==> src/wqas_regs.svh <==
// Constants for the write-queue address select block
// Operation
// RULE1: The write address bus is five bits wide and serves both queue selection and flag-bus device selection.
// RULE2: The two low address bits pick one of four queues inside the device.
// RULE3: The three high address bits are a device number picking one of up to eight expanded devices.
// RULE4: A queue selection takes effect here only when the high three bits equal this device's identity.
// RULE5: A new queue address is captured on a rising edge only while the address strobe is high.
// RULE6: On the capturing edge and the next edge, enabled writes still go to the old queue.
// RULE7: From the second edge after a selection, enabled writes go to the new queue.
// RULE8: In strobed flag mode the high three bits choose which device drives the almost-full flag bus.
// RULE9: The two low address bits are ignored during a flag-bus device selection.
// RULE10: The flag-bus device is captured on an edge with the flag strobe high, while writes to the old queue continue.
// RULE11: The controller never raises both strobes in one cycle and never holds the address strobe high forever.
// RULE12: The controller makes no queue selection before programming is done, shown by the done output going low; the model selects anyway after 64 clocks.
// RULE13: Queue selection does not depend on the active-low write enable, which only gates storing.
// RULE14: A captured queue address for another device deselects the local write port.
`ifndef WQAS_REGS_SVH
`define WQAS_REGS_SVH

`define WQAS_ADDR_W      5
`define WQAS_QSEL_W      2
`define WQAS_DEV_W       3
`define WQAS_QUEUES      4
`define WQAS_QSEL_LSB    0
`define WQAS_DEV_LSB     2
`define WQAS_RST_QUEUE   2'h0
`define WQAS_RST_DEV     3'h0
`define WQAS_SWITCH_EDGES 2
`define WQAS_STRAP_WAIT  2'h2

`endif

==> src/wqas_pkg.sv <==
// Types shared by the write-queue address select block
package wqas_pkg;
  typedef logic [1:0] wqas_queue_t;
  typedef logic [2:0] wqas_dev_t;
  typedef logic [3:0] wqas_onehot_t;
  typedef enum logic
  {
    WQAS_PIPE_IDLE   = 1'b0,
    WQAS_PIPE_SWITCH = 1'b1
  } wqas_pipe_t;
endpackage : wqas_pkg

==> src/wqas_sel_if.sv <==
// Carrier between address decode and the queue switch pipeline
`timescale 1ns/10ps
`default_nettype none
interface wqas_sel_if;
  logic                 ce;
  logic                 cap;
  wqas_pkg::wqas_queue_t cap_queue;
  logic                 cap_match;
  wqas_pkg::wqas_queue_t act_queue;
  logic                 act_sel;
  modport ctl  (output ce, output cap, output cap_queue, output cap_match,
                input act_queue, input act_sel);
  modport pipe (input ce, input cap, input cap_queue, input cap_match,
                output act_queue, output act_sel);
endinterface : wqas_sel_if
`default_nettype wire

==> src/wqas_sel_pipe.sv <==
// Two-edge queue switch pipeline
`timescale 1ns/10ps
`default_nettype none
`include "wqas_regs.svh"
module wqas_sel_pipe
(
  input  wire logic     clock,
  input  wire logic     nrst,
  wqas_sel_if.pipe      sel
);
  wqas_pkg::wqas_pipe_t  state_r;
  wqas_pkg::wqas_queue_t pend_queue_r;
  logic                  pend_match_r;
  wqas_pkg::wqas_queue_t act_queue_r;
  logic                  act_sel_r;

  // Capture edge loads pending; next edge moves it to active
  always_ff @(posedge clock or negedge nrst)
  begin
    if (!nrst)
    begin
      pend_queue_r <= `WQAS_RST_QUEUE;
      pend_match_r <= 1'b0;
    end
    else if (sel.ce && sel.cap)
    begin
      pend_queue_r <= sel.cap_queue; // RULE5
      pend_match_r <= sel.cap_match; // RULE4
    end
  end

  always_ff @(posedge clock or negedge nrst)
  begin
    if (!nrst)
      state_r <= wqas_pkg::WQAS_PIPE_IDLE;
    else if (sel.ce)
      state_r <= sel.cap ? wqas_pkg::WQAS_PIPE_SWITCH : wqas_pkg::WQAS_PIPE_IDLE;
  end

  // No queue is selected until the first selection after reset
  always_ff @(posedge clock or negedge nrst)
  begin
    if (!nrst)
    begin
      act_queue_r <= `WQAS_RST_QUEUE;
      act_sel_r   <= 1'b0;
    end
    else if (sel.ce)
    begin
      case (state_r)
        wqas_pkg::WQAS_PIPE_SWITCH:
        begin
          act_queue_r <= pend_queue_r; // RULE6 RULE7
          act_sel_r   <= pend_match_r; // RULE14
        end
        default:
        begin
          act_queue_r <= act_queue_r;
          act_sel_r   <= act_sel_r;
        end
      endcase
    end
  end

  assign sel.act_queue = act_queue_r;
  assign sel.act_sel   = act_sel_r;
endmodule : wqas_sel_pipe
`default_nettype wire

==> src/wqas_write_addr_select.sv <==
// Write-port queue and flag-bus device selection
`timescale 1ns/10ps
`default_nettype none
`include "wqas_regs.svh"
module wqas_write_addr_select
(
  input  wire logic                     clock,
  input  wire logic                     nrst,
  input  wire logic                     clk_en,
  input  wire logic [`WQAS_ADDR_W-1:0]  write_queue_addr,
  input  wire logic                     write_addr_strobe,
  input  wire logic                     flag_device_strobe,
  input  wire logic                     write_en_n,
  input  wire logic [`WQAS_DEV_W-1:0]   device_id,
  input  wire logic [`WQAS_QUEUES-1:0]  queue_almost_full,
  output logic      [`WQAS_QUEUES-1:0]  queue_write,
  output logic      [`WQAS_QSEL_W-1:0]  active_queue,
  output logic                          write_port_selected,
  output logic      [`WQAS_DEV_W-1:0]   flag_device_sel,
  output logic      [`WQAS_QUEUES-1:0]  almost_full_flag_bus_o,
  output logic                          almost_full_flag_bus_oe
);
  localparam int SYNC_W = `WQAS_ADDR_W + 3 + `WQAS_DEV_W;

  logic [SYNC_W-1:0]         sync1_r;
  logic [SYNC_W-1:0]         sync2_r;
  wqas_pkg::wqas_dev_t       own_id_r;
  logic                      id_taken_r;
  logic [1:0]                id_wait_r;
  logic [`WQAS_ADDR_W-1:0]   addr_s;
  logic                      wstb_s;
  logic                      fstb_s;
  logic                      wen_n_s;
  wqas_pkg::wqas_dev_t       id_s;
  wqas_pkg::wqas_dev_t       addr_dev;
  logic                      wr_go;
  wqas_pkg::wqas_onehot_t    queue_write_r;
  wqas_pkg::wqas_dev_t       flag_dev_r;
  logic                      flag_drive_r;
  wqas_pkg::wqas_onehot_t    flag_bus_r;

  wqas_sel_if sel ();

  function automatic wqas_pkg::wqas_onehot_t queue_onehot(input wqas_pkg::wqas_queue_t q);
    queue_onehot = wqas_pkg::wqas_onehot_t'(4'h1 << q);
  endfunction : queue_onehot

  function automatic logic id_match(input wqas_pkg::wqas_dev_t a, input wqas_pkg::wqas_dev_t b);
    id_match = (a == b);
  endfunction : id_match

  // Address, strobe, write-enable and identity pins pass two flops before use; queue_almost_full passes one
  always_ff @(posedge clock or negedge nrst)
  begin
    if (!nrst)
    begin
      sync1_r <= '0;
      sync2_r <= '0;
    end
    else if (clk_en)
    begin
      sync1_r <= {device_id, write_en_n, flag_device_strobe, write_addr_strobe,
                  write_queue_addr};
      sync2_r <= sync1_r;
    end
  end

  assign addr_s  = sync2_r[`WQAS_ADDR_W-1:0];
  assign wstb_s  = sync2_r[`WQAS_ADDR_W];
  assign fstb_s  = sync2_r[`WQAS_ADDR_W+1];
  assign wen_n_s = sync2_r[`WQAS_ADDR_W+2];
  assign id_s    = sync2_r[SYNC_W-1:`WQAS_ADDR_W+3];
  assign addr_dev = addr_s[`WQAS_DEV_LSB +: `WQAS_DEV_W]; // RULE1 RULE3

  // Identity strap is caught once, when the synchroniser holds the pin, not its reset value
  always_ff @(posedge clock or negedge nrst)
  begin
    if (!nrst)
    begin
      own_id_r   <= `WQAS_RST_DEV;
      id_taken_r <= 1'b0;
      id_wait_r  <= 2'h0;
    end
    else if (clk_en && !id_taken_r)
    begin
      if (id_wait_r == `WQAS_STRAP_WAIT)
      begin
        own_id_r   <= id_s;
        id_taken_r <= 1'b1;
      end
      else
        id_wait_r <= id_wait_r + 2'h1;
    end
  end

  // Queue capture ignores the write enable entirely
  assign sel.ce        = clk_en;
  assign sel.cap       = wstb_s; // RULE5 RULE13
  assign sel.cap_queue = addr_s[`WQAS_QSEL_LSB +: `WQAS_QSEL_W]; // RULE2
  assign sel.cap_match = id_match(addr_dev, own_id_r); // RULE4 RULE14

  wqas_sel_pipe u_pipe
  (
    .clock (clock),
    .nrst  (nrst),
    .sel   (sel)
  );

  // Enable only gates storing into the active queue
  assign wr_go = !wen_n_s && sel.act_sel; // RULE13 RULE14

  always_ff @(posedge clock or negedge nrst)
  begin
    if (!nrst)
      queue_write_r <= '0;
    else if (clk_en)
      queue_write_r <= wr_go ? queue_onehot(sel.act_queue) : '0; // RULE6 RULE7 RULE10
  end

  // Flag-bus device selection uses only the high address bits
  always_ff @(posedge clock or negedge nrst)
  begin
    if (!nrst)
    begin
      flag_dev_r   <= `WQAS_RST_DEV;
      flag_drive_r <= 1'b0;
    end
    else if (clk_en && fstb_s)
    begin
      flag_dev_r   <= addr_dev; // RULE8 RULE9 RULE10
      flag_drive_r <= id_match(addr_dev, own_id_r); // RULE8
    end
  end

  always_ff @(posedge clock or negedge nrst)
  begin
    if (!nrst)
      flag_bus_r <= '0;
    else if (clk_en)
      flag_bus_r <= queue_almost_full;
  end

  assign queue_write             = queue_write_r;
  assign active_queue            = sel.act_queue;
  assign write_port_selected     = sel.act_sel;
  assign flag_device_sel         = flag_dev_r;
  assign almost_full_flag_bus_o  = flag_drive_r ? flag_bus_r : '0;
  assign almost_full_flag_bus_oe = flag_drive_r;
endmodule : wqas_write_addr_select
`default_nettype wire

==> config.mk <==
export PLATFORM = sky130hd
export DESIGN_NAME = wqas_write_addr_select
export DESIGN_NICKNAME = d
export VERILOG_FILES = /design/src/wqas_pkg.sv /design/src/wqas_sel_if.sv /design/src/wqas_sel_pipe.sv /design/src/wqas_write_addr_select.sv
export VERILOG_INCLUDE_DIRS = /design/src
export SDC_FILE = /design/constraint.sdc
export NUM_CORES = 1
export LEC_CHECK = 0
export ABC_AREA = 1
export ABC_CLOCK_PERIOD_IN_PS = 2600
export BUFFER_PORTS_ARGS = -buffer_cell sky130_fd_sc_hd__buf_2
export CAP_MARGIN = 20
export CORE_MARGIN = 5
export CORE_UTILIZATION = 37
export CTS_BUF_LIST = sky130_fd_sc_hd__clkbuf_4
export CTS_CLUSTER_DIAMETER = 30
export DETAILED_ROUTE_END_ITERATION = 12
export PLACE_DENSITY_LB_ADDON = 0.05
export SLEW_MARGIN = 20
export SYNTH_ARGS = -nofsm -noshare
export SYNTH_HDL_FRONTEND = slang
export SYNTH_SLANG_ARGS = --single-unit
==> constraint.sdc <==
create_clock -name clock -period 2.6 [get_ports clock]
set_clock_uncertainty 0.2 [all_clocks]
set_input_delay 0.52 -clock clock [delete_from_list [all_inputs] [get_ports clock]]
set_output_delay 0.52 -clock clock [all_outputs]
set_load 0.01 [all_outputs]
# After elaboration in Yosys (flattened, before gate mapping)
# Cells that the tools add are included.
# totals
mem_bits_ro	0
input_bits	18
memories	0
latch_bits	0
wordCells	31
reg_bits	47
ram_bits	0
# op_classes
eq_ne	2
multipliers	0
addsub	1
n_reduce_logical	9
shift	1
bitwise_logic	1
n_mux	3
div_mod_pow	0
n_lt_le_gt_ge	0
# op_table
cell	n
$mux W4	2
$reduce_and A2 Y1	3
$logic_and A1 B1 Y1	4
$shl A1 B2 Y4 const A	1
$eq A3 B3 Y1	1
$add A2 B1 Y2 const B	1
$eq A2 B2 Y1 const B	1
$logic_not A1 Y1	2
$mux W1	1
$not A1 Y1	1

# Depth between registers and ports, before layout
# logic_depth
word_depth	3
depth_mapped	5
ltp_nobuf	5

# By module
# From an unflattened synthesis, not the netlist that was laid out.
# hier_totals
cells_unflattened	188
area_unflattened_um2	1948.1
# modules_own_cells
module	cells_per_inst	instances	area_per_inst_um2
wqas_write_addr_select	158	1	1665.3
wqas_sel_pipe	30	1	282.8

# Least setup slack after synthesis
# Ideal clock, no wire load.
# synth_path
path_type	input port to flip-flop
from	in clk_en
to	reg flag_bus_r[0]
setup_ns	0.125
arrival_time_ns	1.058
setup_slack_ns	1.217
required_ns	2.275
stages	3
path_cell_list	buf_6 -> buf_8 -> mux2_4
# synth_lines
element	line_no	rtl
from (decl)	wqas_write_addr_select.sv:9	input wire logic clk_en,
to (signal assigned)	wqas_write_addr_select.sv:140	flag_bus_r <= queue_almost_full;
to (decl)	wqas_write_addr_select.sv:40	wqas_pkg::wqas_onehot_t flag_bus_r;
# No word-level cell between the ends.

# Worst setup path after layout
# layout_path
from	reg flag_drive_r, in the netlist almost_full_flag_bus_oe
to	out almost_full_flag_bus_o[3]
# layout_via
elab_chain_len	1
# layout_rtl
element	line_no	rtl
from (decl)	wqas_write_addr_select.sv:39	logic flag_drive_r;
from (signal assigned)	wqas_write_addr_select.sv:131	flag_drive_r <= id_match(addr_dev, own_id_r);
$mux W4	wqas_write_addr_select.sv:147	assign almost_full_flag_bus_o = flag_drive_r ? flag_bus_r : '0;
to (decl)	wqas_write_addr_select.sv:20	output logic [`WQAS_QUEUES-1:0] almost_full_flag_bus_o,
# Every way passes these cells.

==> flow_metrics.env <==
export IMPL_status="complete, no violations"
export IMPL_place_inst=280
export IMPL_fin_cells=287
export IMPL_grt_start_max_net_pins=21
export IMPL_cts_setup_buffers=0
export IMPL_powerDensity_nw_per_um2=644.1
export IMPL_setup_tns_ns=0
export IMPL_cts_buffers=5
export IMPL_antenna_found_initial=0
export IMPL_r2r_cells=4
export IMPL_grt_util_all_layers_pct=12.08
export IMPL_die_area_um2=6735
export IMPL_r2r_end="own_id_r[2]$_DFFE_PN0P_"
export IMPL_htree_levels=2
export IMPL_drt_total_wl_um=3563
export IMPL_hold_depth=3
export IMPL_coreArea_um2=5075
export IMPL_drt_first_iter_violations=39
export IMPL_synthesis_area_um2=1922
export IMPL_cp_slowest_stage_delay_ns=0.47
export IMPL_crit_type="flop to output port"
export IMPL_cp_num_buf_inv=2
export IMPL_syn_to_final_growth_pct=15.30
export IMPL_required_ns=1.88
export IMPL_vias_per_cell=4.484
export IMPL_leakagePower_nw=1.174
export IMPL_boundaryPins=33
export IMPL_worstPathCellList="nand2_1, inv_1, buf_2"
export IMPL_yosysUniqueCellTypes=20
export IMPL_final_core_util_pct=43.66
export IMPL_startpoint_type="flop"
export IMPL_yosysWarnings=0
export IMPL_clock_path_buffers=2
export IMPL_final_layout_size_suffix_gt1_share_pct=25.81
export IMPL_root_buffer="clkbuf_4"
export IMPL_hp_class="input pin to flop"
export IMPL_worstHoldEndpoint="sync1_r[5]$_DFFE_PN0P_"
export IMPL_path_delay_family="flip-flops"
export IMPL_grt_pass1_wl_um=5927
export IMPL_grt_overflow=0
export IMPL_crit_fanout=6
export IMPL_critical_path_slowest_cell="dfrtp_1"
export IMPL_slew_viol_final=0
export IMPL_clk_latency_ns=0.35
export IMPL_ys_seq_area_share_pct=61.20
export IMPL_fmax_mhz=560.8
export IMPL_reg2reg_slack_ns=1.20
export IMPL_fin_hold_ws_ns=0.1723
export IMPL_fp_dieW_um=82.07
export IMPL_synth_nets=199
export IMPL_rsz0062_at_grt="false"
export IMPL_vdd_drop_max_uv=210.3
export IMPL_post_drt_wl_per_cell_um=12.41
export IMPL_final_cell_mix="47 x dfrtp_1, 37 x nand2_1, 32 x buf_2, 29 x inv_1, 22 x o21ai_0"
export IMPL_crit_arrival_ns=1.06
export IMPL_ant_nets=0
export IMPL_fin_nets=237
export IMPL_grt_pass1_vias=1255
export IMPL_syn_inst=180
export IMPL_cts_sinks=47
export IMPL_cts_tree="yes"
export IMPL_ctsResizeCount=0
export IMPL_end_kind="output port"
export IMPL_hold_buffers=1
export IMPL_avgSynthCellArea_um2=10.68
export IMPL_min_from="write_addr_strobe"
export IMPL_portBuffers=32
export IMPL_gp_congestion=0.6769
export IMPL_tightestPinTransition_ns=0.4581
export IMPL_slew_headroom_pct=69.46
export IMPL_drt_pass1_iterations=4
export IMPL_hold_viol_final=0
export IMPL_placementRows=26
export IMPL_initial_utilization_pct=37.87
export IMPL_dp_hpwl_um=2665
export IMPL_final_common_cell="dfrtp_1"
export IMPL_diodes=0
export IMPL_fp_dieH_um=82.07
export IMPL_via_count=1287
export IMPL_max_cap_viol_count=0
export IMPL_rr_startpoint="id_wait_r[0]$_DFFE_PN0P_"
export IMPL_finalCritPeriodShare_pct=68.58
export IMPL_clk_pin_slew_ns=0.12
export IMPL_period_needed_ns=1.783
export IMPL_post_route_drc_count=0
export IMPL_setup_viol_count_final=0
export IMPL_ys_seq_elements=47
-- registers in the layout, summed over array words and instances, names as in the netlist, 2 cells and up --
signal / cells
flag_bus_r: 4
flag_device_sel: 3
id_wait_r: 2
own_id_r: 3
queue_write: 4
sync1_r: 11
sync2_r: 11
u_pipe.pend_queue_r: 2
u_pipe.sel.act_queue: 2
-- tightest hold or removal path, delay by kind of cell --
kind                   cells  cell delay (ns)
AO/OA/AOI/OAI              1             0.06
buffers and inverters      1             0.08
AND/OR/NAND/NOR            1             0.04
-- final cells by class --
type                       instances  area [um2]
fill                             510        2859
inverter                          29       108.9
sequential                        47        1176
multi-input combinational         98       585.6
timing repair buffer              37       212.7
tap                               70       87.58
clock buffer                       6       45.04
-- metrics by stage --
| stage | instance area (um2) | setup WS (ns) | total power [mW] |
|---|---|---|---|
| 2_1_floorplan | 1922 | 1.217 | 1.025 |
| 3_5_place_dp | 2161 | 0.7983 | 1.131 |
| 3_3_place_gp | 2161 | 0.8428 | 1.120 |
| 5_1_grt | 2216 | 0.6839 | 1.522 |
| 4_1_cts | 2216 | 0.7652 | 1.451 |
| 6_report | 2216 | 0.8168 | 1.427 |
-- cell usage after synthesis, drive strengths merged --
cell type,count,share of area (%)
xnor2,1,0.46
nand3b,1,0.59
nand2,38,7.6
inv,29,5.7
buf,6,2.7
o21ai,23,6.0
xor2,1,0.46
mux2,12,9.4
nor2,7,1.4
nand3,2,0.52
dfrtp,47,61
nand4,4,1.3
ha,1,0.65
o22ai,2,0.65
a21oi,6,1.6
-- how the worst max path moves through the flow --
| stage | start | endpoint | slack (ns) | cells past startpoint |
|---|---|---|---|---|
| 3_3_place_gp | clk_en | sync1_r[3]$_DFFE_PN0P_ | 0.84 | 3 |
| 6_report | almost_full_flag_bus_oe$_DFFE_PN0P_ | almost_full_flag_bus_o[3] | 0.82 | 3 |
| 2_1_floorplan | clk_en | flag_bus_r[0]$_DFFE_PN0P_ | 1.22 | 3 |
| 3_5_place_dp | clk_en | own_id_r[2]$_DFFE_PN0P_ | 0.80 | 3 |
| 4_1_cts | almost_full_flag_bus_oe$_DFFE_PN0P_ | almost_full_flag_bus_o[3] | 0.77 | 3 |
| 5_1_grt | almost_full_flag_bus_oe$_DFFE_PN0P_ | almost_full_flag_bus_o[3] | 0.68 | 3 |
-- report_power, final --
group          switching, mW  internal (mW)
Sequential            0.0499          0.817
Clock                  0.210          0.107
Combinational          0.135          0.109
-- layer usage --
layer  GRT usage [%]  wire [um]  vias to the layer above
met1           15.63       1634                      607
met3           3.070        160                        7
met2           18.74       1690                       30
met5               0          0                        -
met4           5.980         78                        0
li1                -          -                      643
-- cell families after synthesis --
| group | synth area share, % |
|---|---|
| AOI/OAI and AO/OA | 8.203 |
| xor gates and xnor gates | 0.9116 |
| buffers and inverters | 8.333 |
| DFF | 61.20 |
| and+or+nand+nor | 11.33 |
| adders and majority gates | 0.6509 |
| muxes | 9.375 |
Power figures use the tool's default switching activity.
